[src/pkg/mskpc_pkg.sv]
// How it works
// [RL1] host writes zero to config bits 15-11, 8, 4, 3; device stores them as zero
// [RL2] raw receive: hunt frame sync, interrupt, then deliver successive 16-bit words
// [RL3] packet receive: interrupt on complete valid header, then decode payload per header
// [RL4] raw transmit: send word A 16 bits at a time; host does all formatting
// [RL5] packet transmit: bit sync, frame sync, header from config and word A bytes
// [RL6] host sets final flag after load request for unsized types; device then stops
// [RL7] config bits 7-5 select message type 1 to 5; other codes reserved
// [RL8] config bit 2 is a free user bit carried in header, reported on receive
// [RL9] config bits 1-0 pick scrambler seed: FFFF, seed one, seed two, none
// [RL10] receiver descrambles with header seed setting and reports that setting
// [RL11] word B used only for types 4 and 5, giving a four byte buffer
// [RL12] if no new data arrives, current buffer contents are resent continuously
// [RL13] current block always finishes before newly loaded buffer contents start
// [RL14] word B holds high info tone code in bits 15-12, low in 11-8
// [RL15] host loads tone codes into word B before enabling tone-set transmit
// [RL16] host loads address and size; device adds control byte and header checksum
// [RL17] device adds parity, interleaving, scrambling and payload checksum by itself
// [RL18] host writes the two transmit words in two separate bus transactions
// [RL19] tone frequency is bits 11-0 at 1 Hz per step; zero means no tone
package mskpc_pkg;

  // ****************************************
  // register map and fields
  // ****************************************
  localparam logic [7:0]  ADDR_CONFIG       = 8'hC7;
  localparam logic [7:0]  ADDR_PROG         = 8'hC8;
  localparam logic [7:0]  ADDR_TX_A         = 8'hCA;
  localparam logic [7:0]  ADDR_TX_B         = 8'hCB;
  localparam logic [7:0]  ADDR_TONE         = 8'hCD;
  localparam logic [15:0] CFG_RESERVED_MASK = 16'hF918;
  localparam int          CFG_RAW_BIT       = 10;
  localparam int          CFG_FINAL_BIT     = 9;
  localparam int          CFG_USER_BIT      = 2;
  localparam logic [15:0] RESET_WORD        = 16'h0000;

  // ****************************************
  // message types, seeds, sync patterns
  // ****************************************
  localparam logic [2:0]  TYPE_HEAD_ONLY    = 3'h1;
  localparam logic [2:0]  TYPE_UNSIZED_RAW  = 3'h2;
  localparam logic [2:0]  TYPE_UNSIZED_FEC  = 3'h3;
  localparam logic [2:0]  TYPE_SIZED_CRC    = 3'h4;
  localparam logic [2:0]  TYPE_SIZED_ILV    = 3'h5;
  localparam logic [1:0]  SEED_SEL_STD      = 2'h0;
  localparam logic [1:0]  SEED_SEL_ONE      = 2'h1;
  localparam logic [1:0]  SEED_SEL_TWO      = 2'h2;
  localparam logic [15:0] SEED_STD          = 16'hFFFF;
  localparam logic [15:0] SEED_NONE         = 16'h0000;
  localparam logic [15:0] BIT_SYNC          = 16'hAAAA;
  localparam logic [15:0] FRAME_SYNC        = 16'h3B28;

  // ****************************************
  // bit counts
  // ****************************************
  localparam logic [4:0]  BUS_LAST_BIT      = 5'h17;
  localparam logic [5:0]  PRE_BITS          = 6'h20;
  localparam logic [5:0]  HEAD_BITS         = 6'h20;
  localparam logic [5:0]  WORD_BITS         = 6'h10;
  localparam logic [5:0]  FEC16_BITS        = 6'h18;
  localparam logic [5:0]  FEC32_BITS        = 6'h28;
  localparam logic [5:0]  PARITY_BITS       = 6'h08;
  localparam logic [5:0]  CKSUM_BITS        = 6'h10;

  typedef enum logic [5:0] {
    TX_IDLE  = 6'h01,
    TX_PRE   = 6'h02,
    TX_HEAD  = 6'h04,
    TX_DATA  = 6'h08,
    TX_CKSUM = 6'h10,
    TX_DONE  = 6'h20
  } mskpc_tx_e;

  typedef enum logic [3:0] {
    RX_HUNT  = 4'h1,
    RX_HEAD  = 4'h2,
    RX_DATA  = 4'h4,
    RX_CKSUM = 4'h8
  } mskpc_rx_e;

endpackage

[src/hdl/mskpc_top.sv]
`timescale 1ns/1ps
module mskpc_top import mskpc_pkg::*; (
  input  wire logic        CLK_I,
  input  wire logic        RESET_I,
  input  wire logic        CSN_I,
  input  wire logic        SCLK_I,
  input  wire logic        CDATA_I,
  input  wire logic [15:0] SEED_ONE_I,
  input  wire logic [15:0] SEED_TWO_I,
  input  wire logic        TX_EN_I,
  input  wire logic        TX_BIT_STB_I,
  output logic             TX_BIT_O,
  output logic             TX_ACTIVE_O,
  output logic             TX_LOAD_REQ_O,
  input  wire logic        RX_EN_I,
  input  wire logic        RX_BIT_I,
  input  wire logic        RX_BIT_STB_I,
  output logic             RX_IRQ_O,
  output logic [15:0]      RX_WORD_O,
  output logic             RX_WORD_VALID_O,
  output logic [7:0]       RX_ADDR_O,
  output logic [7:0]       RX_SIZE_O,
  output logic [2:0]       RX_TYPE_O,
  output logic             RX_USER_BIT_O,
  output logic [1:0]       RX_SEED_SEL_O,
  output logic             RX_END_O,
  output logic             RX_CRC_OK_O,
  output logic [11:0]      TONE_FREQ_O,
  output logic             TONE_ON_O,
  output logic [3:0]       TONE_SET_INFO_HIGH_O,
  output logic [3:0]       TONE_SET_INFO_LOW_O,
  output logic [15:0]      PROG_WORD_O,
  output logic             PROG_WRITE_O
);

  // ****************************************
  // state record
  // ****************************************
  typedef struct packed {
    logic        sclk_q;
    logic [22:0] bus_sh;
    logic [4:0]  bus_cnt;
    logic [15:0] cfg;
    logic [15:0] prog;
    logic        prog_wr;
    logic [15:0] tx_a;
    logic [15:0] tx_b;
    logic [15:0] tone;
    logic        fresh;
    mskpc_tx_e   tx_st;
    logic [39:0] tx_sh;
    logic [5:0]  tx_cnt;
    logic [5:0]  tx_par;
    logic [7:0]  tx_blocks;
    logic [15:0] tx_lfsr;
    logic [15:0] tx_sum;
    logic        tx_bit;
    logic        load_req;
    mskpc_rx_e   rx_st;
    logic [39:0] rx_sh;
    logic [5:0]  rx_cnt;
    logic [5:0]  rx_tot;
    logic        rx_raw;
    logic [7:0]  rx_blocks;
    logic [15:0] rx_lfsr;
    logic [15:0] rx_sum;
    logic [31:0] rx_hdr;
    logic [15:0] rx_word;
    logic        rx_word_v;
    logic [15:0] rx_pend;
    logic        rx_pend_v;
    logic        rx_irq;
    logic        rx_end;
    logic        rx_crc_ok;
  } mskpc_state_s;

  mskpc_state_s st;
  mskpc_state_s next_st;

  // ****************************************
  // helpers
  // ****************************************
  // one scrambler step; a zero seed stays zero, so "no scrambling" needs no special case
  function automatic logic [15:0] lfsr_step(input logic [15:0] l);
    return {l[0] ^ l[2] ^ l[3] ^ l[5], l[15:1]};
  endfunction

  function automatic logic [15:0] seed_of(input logic [1:0] sel, input logic [15:0] s1, input logic [15:0] s2);
    unique case (sel)
      SEED_SEL_STD: return SEED_STD;                                      // [RL9]
      SEED_SEL_ONE: return s1;                                            // [RL9]
      SEED_SEL_TWO: return s2;                                            // [RL9]
      default:      return SEED_NONE;                                     // [RL9]
    endcase
  endfunction

  // block length in bits, parity included
  function automatic logic [5:0] blk_bits(input logic [2:0] ty, input logic raw);
    if (raw || ty == TYPE_UNSIZED_RAW) begin
      return WORD_BITS;
    end else if (ty == TYPE_UNSIZED_FEC) begin
      return FEC16_BITS;
    end
    return FEC32_BITS;
  endfunction

  // 4 bytes by 8 bits transpose; spreads a burst over all four bytes
  function automatic logic [31:0] ilv(input logic [31:0] d);
    logic [31:0] o;
    o = 32'h0000_0000;
    for (int b = 0; b < 8; b++) begin
      for (int k = 0; k < 4; k++) begin
        o[b*4+k] = d[k*8+b];
      end
    end
    return o;
  endfunction

  function automatic logic [31:0] deilv(input logic [31:0] d);
    logic [31:0] o;
    o = 32'h0000_0000;
    for (int b = 0; b < 8; b++) begin
      for (int k = 0; k < 4; k++) begin
        o[k*8+b] = d[b*4+k];
      end
    end
    return o;
  endfunction

  function automatic logic [15:0] byte_sum(input logic [31:0] d);
    return {8'h00, d[31:24]} + {8'h00, d[23:16]} + {8'h00, d[15:8]} + {8'h00, d[7:0]};
  endfunction

  // ****************************************
  // combinational views of the state
  // ****************************************
  logic        bus_rise;
  logic [23:0] bus_word;
  logic [2:0]  tx_type;
  logic        tx_raw;
  logic        tx_sized;
  logic [7:0]  tx_par_byte;
  logic [39:0] tx_block;
  logic [7:0]  head_ck;
  logic        rx_bit;
  logic [39:0] rx_shn;
  logic [31:0] rx_data;
  logic [2:0]  rx_ty;
  logic [7:0]  rx_ck;

  always_comb begin
    bus_rise    = SCLK_I & ~st.sclk_q;
    bus_word    = {st.bus_sh, CDATA_I};
    tx_type     = st.cfg[7:5];                                            // [RL7]
    tx_raw      = st.cfg[CFG_RAW_BIT];
    tx_sized    = ~tx_raw && (tx_type == TYPE_SIZED_CRC || tx_type == TYPE_SIZED_ILV);
    tx_par_byte = st.tx_a[15:8] ^ st.tx_a[7:0] ^ st.tx_b[15:8] ^ st.tx_b[7:0];
    // word B joins the block for the sized types and for the reserved codes 0, 6 and 7
    if (tx_raw || tx_type == TYPE_UNSIZED_RAW) begin
      tx_block = {st.tx_a, 24'h000000};                                   // [RL4]
    end else if (tx_type == TYPE_UNSIZED_FEC) begin
      tx_block = {st.tx_a, st.tx_a[15:8] ^ st.tx_a[7:0], 16'h0000};       // [RL17]
    end else if (tx_type == TYPE_SIZED_ILV) begin
      tx_block = {ilv({st.tx_a, st.tx_b}), tx_par_byte};                  // [RL11] [RL17]
    end else begin
      tx_block = {st.tx_a, st.tx_b, tx_par_byte};                         // [RL11]
    end
    head_ck = st.tx_a[15:8] + st.tx_a[7:0] + st.cfg[7:0];                 // [RL16]
    rx_bit  = RX_BIT_I ^ (st.rx_st == RX_DATA && !st.rx_raw && st.rx_cnt > st.rx_tot - blk_bits(rx_ty, 1'b0)
              + (st.rx_tot == WORD_BITS ? 6'h00 : PARITY_BITS) - (st.rx_tot == WORD_BITS ? 6'h00 : PARITY_BITS)
              && st.rx_cnt > (st.rx_tot == WORD_BITS ? 6'h00 : PARITY_BITS) && st.rx_lfsr[0]); // [RL10]
    rx_shn  = {st.rx_sh[38:0], rx_bit};
    rx_ty   = st.rx_hdr[15:13];
    rx_ck   = rx_shn[31:24] + rx_shn[23:16] + rx_shn[15:8];
    if (st.rx_tot == FEC32_BITS) begin
      rx_data = (rx_ty == TYPE_SIZED_ILV) ? deilv(rx_shn[39:8]) : rx_shn[39:8];
    end else if (st.rx_tot == FEC16_BITS) begin
      rx_data = {rx_shn[23:8], 16'h0000};
    end else begin
      rx_data = {rx_shn[15:0], 16'h0000};
    end
  end

  // ****************************************
  // next state
  // ****************************************
  always_comb begin
    next_st          = st;
    next_st.sclk_q   = SCLK_I;
    next_st.prog_wr  = 1'b0;
    next_st.load_req = 1'b0;
    next_st.rx_irq   = 1'b0;
    next_st.rx_end   = 1'b0;
    next_st.rx_word_v = 1'b0;

    // -- transmit --
    if (!TX_EN_I) begin
      next_st.tx_st = TX_IDLE;
    end else if (st.tx_st == TX_IDLE) begin
      next_st.tx_sum = 16'h0000;
      if (tx_raw) begin
        next_st.tx_st    = TX_DATA;                                       // [RL4]
        next_st.tx_sh    = tx_block;
        next_st.tx_cnt   = WORD_BITS;
        next_st.tx_par   = 6'h00;
        next_st.fresh    = 1'b0;
        next_st.load_req = 1'b1;
      end else begin
        next_st.tx_st  = TX_PRE;                                          // [RL5]
        next_st.tx_sh  = {BIT_SYNC, FRAME_SYNC, 8'h00};
        next_st.tx_cnt = PRE_BITS;
      end
    end else if (TX_BIT_STB_I && st.tx_st != TX_DONE) begin
      // scramble only the data part of a packet block, never parity or checksum
      next_st.tx_bit = st.tx_sh[39] ^ (st.tx_st == TX_DATA && !tx_raw && st.tx_cnt > st.tx_par
                       && st.tx_lfsr[0]);                                 // [RL17]
      if (st.tx_st == TX_DATA && !tx_raw && st.tx_cnt > st.tx_par) begin
        next_st.tx_lfsr = lfsr_step(st.tx_lfsr);
      end
      next_st.tx_sh  = {st.tx_sh[38:0], 1'b0};
      next_st.tx_cnt = st.tx_cnt - 6'h01;
      if (st.tx_cnt == 6'h01) begin
        // the segment on air ends here; only now may new buffer contents start
        unique case (st.tx_st)
          TX_PRE: begin
            next_st.tx_st     = TX_HEAD;
            next_st.tx_sh     = {st.tx_a, st.cfg[7:0], head_ck, 8'h00};   // [RL5] [RL16] [RL8]
            next_st.tx_cnt    = HEAD_BITS;
            next_st.tx_blocks = st.tx_a[7:0];
            next_st.tx_lfsr   = seed_of(st.cfg[1:0], SEED_ONE_I, SEED_TWO_I); // [RL9]
            next_st.fresh     = 1'b0;
            next_st.load_req  = 1'b1;
          end
          TX_HEAD, TX_DATA: begin
            if (st.tx_st == TX_HEAD && tx_type == TYPE_HEAD_ONLY) begin
              next_st.tx_st = TX_DONE;                                    // [RL7]
            end else if (st.tx_st == TX_DATA && !tx_sized && st.cfg[CFG_FINAL_BIT]) begin
              next_st.tx_st = TX_DONE;                                    // [RL6]
            end else if (tx_sized && st.tx_blocks == 8'h00) begin
              next_st.tx_st  = TX_CKSUM;                                  // [RL17]
              next_st.tx_sh  = {st.tx_sum, 24'h000000};
              next_st.tx_cnt = CKSUM_BITS;
            end else begin
              // unchanged buffer is simply sent again
              next_st.tx_st     = TX_DATA;                                // [RL12] [RL13]
              next_st.tx_sh     = tx_block;
              next_st.tx_cnt    = blk_bits(tx_type, tx_raw);
              next_st.tx_par    = (blk_bits(tx_type, tx_raw) == WORD_BITS) ? 6'h00 : PARITY_BITS;
              next_st.tx_blocks = st.tx_blocks - (tx_sized ? 8'h01 : 8'h00);
              next_st.tx_sum    = st.tx_sum + byte_sum({st.tx_a, st.tx_b});
              next_st.fresh     = 1'b0;
              next_st.load_req  = 1'b1;
            end
          end
          TX_CKSUM: next_st.tx_st = TX_DONE;
          default:  next_st.tx_st = TX_IDLE;
        endcase
      end
    end

    // -- control bus: 8 address bits then 16 data bits, msb first --
    if (CSN_I) begin
      next_st.bus_cnt = 5'h00;
    end else if (bus_rise) begin
      next_st.bus_sh  = bus_word[22:0];
      next_st.bus_cnt = st.bus_cnt + 5'h01;
      if (st.bus_cnt == BUS_LAST_BIT) begin
        next_st.bus_cnt = 5'h00;
        unique case (bus_word[23:16])
          ADDR_CONFIG: next_st.cfg  = bus_word[15:0] & ~CFG_RESERVED_MASK; // [RL1]
          ADDR_PROG: begin
            next_st.prog    = bus_word[15:0];
            next_st.prog_wr = 1'b1;
          end
          ADDR_TX_A: begin
            next_st.tx_a  = bus_word[15:0];                               // [RL18]
            next_st.fresh = 1'b1;                                         // a write beats a take
          end
          ADDR_TX_B:   next_st.tx_b = bus_word[15:0];                     // [RL14] [RL15]
          ADDR_TONE:   next_st.tone = bus_word[15:0];                     // [RL19]
          default:     next_st.bus_cnt = 5'h00;                           // unmapped: ignored
        endcase
      end
    end

    // -- receive --
    if (st.rx_pend_v) begin
      next_st.rx_word   = st.rx_pend;
      next_st.rx_word_v = 1'b1;
      next_st.rx_pend_v = 1'b0;
    end
    if (!RX_EN_I) begin
      next_st.rx_st = RX_HUNT;
    end else if (RX_BIT_STB_I) begin
      next_st.rx_sh  = rx_shn;
      next_st.rx_cnt = st.rx_cnt - 6'h01;
      if (st.rx_st == RX_DATA && !st.rx_raw && st.rx_cnt > st.rx_tot - blk_bits(rx_ty, 1'b0)
          + (st.rx_tot == WORD_BITS ? 6'h00 : PARITY_BITS) - (st.rx_tot == WORD_BITS ? 6'h00 : PARITY_BITS)
          && st.rx_cnt > (st.rx_tot == WORD_BITS ? 6'h00 : PARITY_BITS)) begin
        next_st.rx_lfsr = lfsr_step(st.rx_lfsr);                          // [RL10]
      end
      unique case (st.rx_st)
        RX_HUNT: begin
          if (rx_shn[15:0] == FRAME_SYNC) begin
            next_st.rx_raw = st.cfg[CFG_RAW_BIT];
            if (st.cfg[CFG_RAW_BIT]) begin
              next_st.rx_st  = RX_DATA;                                   // [RL2]
              next_st.rx_irq = 1'b1;                                      // [RL2]
              next_st.rx_cnt = WORD_BITS;
              next_st.rx_tot = WORD_BITS;
            end else begin
              next_st.rx_st  = RX_HEAD;                                   // [RL3]
              next_st.rx_cnt = HEAD_BITS;
            end
          end
        end
        RX_HEAD: begin
          if (st.rx_cnt == 6'h01) begin
            // a bad checksum or reserved type is dropped without an interrupt
            if (rx_ck != rx_shn[7:0] || rx_shn[15:13] < TYPE_HEAD_ONLY || rx_shn[15:13] > TYPE_SIZED_ILV) begin
              next_st.rx_st = RX_HUNT;
            end else begin
              next_st.rx_irq    = 1'b1;                                   // [RL3]
              next_st.rx_hdr    = rx_shn[31:0];                           // [RL8] [RL10]
              next_st.rx_lfsr   = seed_of(rx_shn[9:8], SEED_ONE_I, SEED_TWO_I); // [RL10]
              next_st.rx_sum    = 16'h0000;
              next_st.rx_blocks = rx_shn[23:16];
              next_st.rx_tot    = blk_bits(rx_shn[15:13], 1'b0);
              next_st.rx_cnt    = blk_bits(rx_shn[15:13], 1'b0);
              next_st.rx_st     = RX_DATA;
              if (rx_shn[15:13] == TYPE_HEAD_ONLY) begin
                next_st.rx_st  = RX_HUNT;
                next_st.rx_end = 1'b1;
              end else if (rx_shn[15:13] >= TYPE_SIZED_CRC && rx_shn[23:16] == 8'h00) begin
                next_st.rx_st  = RX_CKSUM;
                next_st.rx_cnt = CKSUM_BITS;
              end
            end
          end
        end
        RX_DATA: begin
          if (st.rx_cnt == 6'h01) begin
            next_st.rx_word   = rx_data[31:16];                           // [RL2] [RL3]
            next_st.rx_word_v = 1'b1;
            next_st.rx_cnt    = st.rx_tot;
            if (st.rx_tot == FEC32_BITS) begin
              next_st.rx_pend   = rx_data[15:0];
              next_st.rx_pend_v = 1'b1;
              next_st.rx_sum    = st.rx_sum + byte_sum(rx_data);
              next_st.rx_blocks = st.rx_blocks - 8'h01;
              if (st.rx_blocks == 8'h01) begin
                next_st.rx_st  = RX_CKSUM;
                next_st.rx_cnt = CKSUM_BITS;
              end
            end
          end
        end
        RX_CKSUM: begin
          if (st.rx_cnt == 6'h01) begin
            next_st.rx_crc_ok = (rx_shn[15:0] == st.rx_sum);              // [RL3]
            next_st.rx_end    = 1'b1;
            next_st.rx_st     = RX_HUNT;
          end
        end
        default: next_st.rx_st = RX_HUNT;
      endcase
    end
  end

  // ****************************************
  // registers
  // ****************************************
  always_ff @(posedge CLK_I) begin
    if (RESET_I) begin
      st       <= '0;
      st.tx_st <= TX_IDLE;
      st.rx_st <= RX_HUNT;
    end else begin
      st <= next_st;
    end
  end

  // outputs straight from the state record
  assign TX_BIT_O             = st.tx_bit;
  assign TX_ACTIVE_O          = (st.tx_st != TX_IDLE) && (st.tx_st != TX_DONE);
  assign TX_LOAD_REQ_O        = st.load_req;
  assign RX_IRQ_O             = st.rx_irq;
  assign RX_WORD_O            = st.rx_word;
  assign RX_WORD_VALID_O      = st.rx_word_v;
  assign RX_ADDR_O            = st.rx_hdr[31:24];
  assign RX_SIZE_O            = st.rx_hdr[23:16];
  assign RX_TYPE_O            = st.rx_hdr[15:13];
  assign RX_USER_BIT_O        = st.rx_hdr[8+CFG_USER_BIT];                // [RL8]
  assign RX_SEED_SEL_O        = st.rx_hdr[9:8];                           // [RL10]
  assign RX_END_O             = st.rx_end;
  assign RX_CRC_OK_O          = st.rx_crc_ok;
  assign TONE_FREQ_O          = st.tone[11:0];                            // [RL19]
  assign TONE_ON_O            = |st.tone[11:0];                           // [RL19]
  assign TONE_SET_INFO_HIGH_O = st.tx_b[15:12];                           // [RL14]
  assign TONE_SET_INFO_LOW_O  = st.tx_b[11:8];                            // [RL14]
  assign PROG_WORD_O          = st.prog;
  assign PROG_WRITE_O         = st.prog_wr;

endmodule

[config.mk]
export PLATFORM = sky130hd
export DESIGN_NAME = mskpc_top
export DESIGN_NICKNAME = d
export VERILOG_FILES = /design/src/pkg/mskpc_pkg.sv /design/src/hdl/mskpc_top.sv
export SDC_FILE = /design/constraint.sdc
export NUM_CORES = 1
export LEC_CHECK = 0
export BUFFER_PORTS_ARGS = -buffer_cell sky130_fd_sc_hd__buf_4
export CAP_MARGIN = 20
export CORE_UTILIZATION = 56
export DETAILED_ROUTE_END_ITERATION = 10
export GPL_ROUTABILITY_DRIVEN = 0
export PLACE_DENSITY = 0.74
export SLEW_MARGIN = 25
export SYNTH_ARGS = -nofsm -noshare
export SYNTH_HDL_FRONTEND = slang
export SYNTH_SLANG_ARGS = --single-unit
[constraint.sdc]
create_clock -name CLK_I -period 8.3 [get_ports CLK_I]
set_clock_uncertainty 0.05 [all_clocks]
set_input_delay 0.415 -clock CLK_I [delete_from_list [all_inputs] [get_ports CLK_I]]
set_output_delay 0.415 -clock CLK_I [all_outputs]
set_load 0.1 [all_outputs]
==> qor.yml <==
outcome: "complete, no violations"
syn-num-nets: 2892
cp-end-kind: "flip-flop"
syn_inst: 2721
cp_max_fo: 5
place_ws_ps: 1650
synth_ff_type: "dfxtp_1"
irDropWorstVdd_mv: 0.148
vias: 19700
path_clk_slew_ps: 70
hp-class: "input pin to flip-flop"
grt_pass1_vias: 18600
synth_common_cells: "nand2_1 (519), dfxtp_1 (345), a21oi_1 (339)"
synth_top_area_cell: "dfxtp_1"
start_util_pct: 57.5
fillers: 3290
grt_first_pass_wirelength_um: 98700
start_kind: "flip-flop"
htree_num_levels: 2
ys_ff_latch: 345
max-slew-margin-rel_pct: 30.4
synthMostInstantiatedCell: "nand2_1"
placed_cells: 3108
synth.distinct_cells: 92
path_delay_family: "adder cells"
synth_top_area_share_pct: 32.5
setup_ws_ps: 1520
dieArea_mm2: 0.0387
place_area_mm2: 0.0217
dr.pass1.iters: 6
cts_tree: "yes"
async_reset_ff_share_pct: 0
grt_max_degree: 108
portBuffers: 124
clockRootBuffer: "clkbuf_16"
grtUsageTotal_pct: 31.5
max_freq_mhz: 148
cpPeakStageDelay_ps: 590
period_share_pct: 81.7
drcViolationCount: 0
rsz0062_at_grt: "no"
core_mm2: 0.0370
antenna_found_initial: 1
post_drt_via_cell_ratio: 6.20
syn_area_per_cell_um2: 7.81
utilization_pct: 62.7
die_h_um: 197
syn_area_mm2: 0.0212
place.detailed.hpwl_um: 42400
synth-seq-area-share_pct: 32.5
final_area_mm2: 0.0232
nNetsFinal: 2819
yosysWarnings: 0
drtIter0Drc: 2017
clock_latency_ps: 570
io_pins: 125
drv_cap: 0
wl_um: 61600
die_w_um: 197
arrival_ps: 7210
overflow: 0
critical_path_buf_inv_count: 3
fin_setup_tns_ps: 0
fin_cells: 3181
cp.required_ps: 8740
timing.critical_path.slowest_stage_cell: "a2111oi_0"
power_leakage_uw: 0.00886
clock_sinks: 345
max_slew.worst_pin.slew_ps: 1040
finalMaxSlewViolations: 0
min_period_ps: 6780
cts_resized: 0
worst-setup-path-type: "flip-flop to flip-flop"
setup_viol: 0
postRouteAntennaNets: 0
rows: 70
final_layout_size_suffix_gt1_share_pct: 10.6
finalHoldViolCount: 0
synth_enable_flop_cells: 0
numCtsBuffers: 39
p_per_area_mw_per_mm2: 161
wl_per_cell_um: 19.4
area_growth_pct: 9.05
yosys-top-cells-area: "dfxtp_1 (33%), nand2_1 (9.2%), a21oi_1 (8.0%), fa_1 (5.8%), nor2_1 (4.0%)"
clock_path_buffers: 3
-- metal layers --
layer  vias up  track usage, %  share of wire [%]
met2       883            52.6                 47
met3       198            4.65                7.8
li1       9258               -                  -
met4         0            12.9                4.0
met5         -               0                  0
met1      9398            40.7                 41
-- sequential cells by signal, summed over array words and instances, names as in the netlist, 2 cells and up --
signal,cells
RX_TYPE_O,3
RX_ADDR_O,8
PROG_WORD_O,16
TONE_FREQ_O,12
rx_shn,39
RX_SIZE_O,8
RX_SEED_SEL_O,2
TONE_SET_INFO_LOW_O,4
RX_WORD_O,16
bus_word,23
TONE_SET_INFO_HIGH_O,4
st,202
-- metrics by stage --
stage / hold slack, ps / power, uW
finish: 31.5 / 3720
CTS: 18.4 / 3740
floorplan: 375 / 1860
global route: 39.2 / 3830
global placement: 389 / 1910
detailed placement: 398 / 1920
-- area by class of cell --
cell class              instances  area, um^2  share of cell area, %
diodes                          1        2.50                 0.0108
repair buffers                154        1180                   5.10
clock buffers                  52        1100                   4.77
well taps                     504         631                   2.72
multi-input cells            2033       12800                   55.2
inverters                      75         282                   1.22
clock inverters                17         263                   1.13
flip-flops and latches        345        6910                   29.8
-- power breakdown --
part	switching [uW]	leakage, uW	total, uW	internal, uW
Combinational	133	0.00540	197	64.4
Clock	760	0.000671	1840	1080
Sequential	15.9	0.00279	1690	1670
-- worst register-to-register path: cells and delay by family, from the launching register on --
family | cells | cell delay, ps
adder cells (fa/ha/maj) | 8 | 2250
XOR/XNOR | 3 | 690
flip-flops | 1 | 370
buffers and inverters | 3 | 220
AO/OA/AOI/OAI | 8 | 1840
multiplexers | 1 | 240
AND/OR/NAND/NOR | 6 | 1050
-- cell families (layout without fill, tap and decap cells) --
family	count (synthesis)	in the layout	synth area share (%)
adder cells (fa/ha/maj)	129	129	9.79
other	0	1	0
flip-flops	345	345	32.5
buffers and inverters	343	298	7.60
AO/OA/AOI/OAI	727	727	21.2
AND/OR/NAND/NOR	992	992	20.5
multiplexers	82	82	4.05
XOR/XNOR	103	103	4.38
-- cells in the final DEF (no fill, tap or decap), types with 29 or more instances in the layout --
cell type / count
a211oi_1: 34
ha_1: 67
mux2_2: 29
a21oi_1: 339
buf_4: 150
nand3_1: 39
xor2_1: 35
inv_1: 72
fa_1: 62
nand2_1: 519
o21ai_0: 97
clkbuf_16: 39
mux2i_1: 52
dfxtp_1: 345
xnor2_1: 66
nor2_1: 225
a22oi_1: 39
nor3_1: 47
-- what timing repair did --
action,CTS,global route
endpoints found under the hold margin,4,0
setup buffers,0,0
hold buffers,1,0
-- worst paths after layout --
kind / startpoint / slack (ps) / endpoint / depth (start not counted)
setup / recovery: RX_TYPE_O[1]$_SDFFE_PP0P_ / 1520 / st[84]$_SDFFE_PP0P_ / 29
hold / removal: SCLK_I / 30 / st[376]$_SDFF_PP0_ / 2
setup reg to reg: RX_TYPE_O[1]$_SDFFE_PP0P_ / 1520 / st[84]$_SDFFE_PP0P_ / 29
hold reg to reg: RX_SEED_SEL_O[1]$_SDFFE_PP0P_ / 410 / RX_SEED_SEL_O[1]$_SDFFE_PP0P_ / 2
No activity file was read; power rests on OpenSTA's default activity.
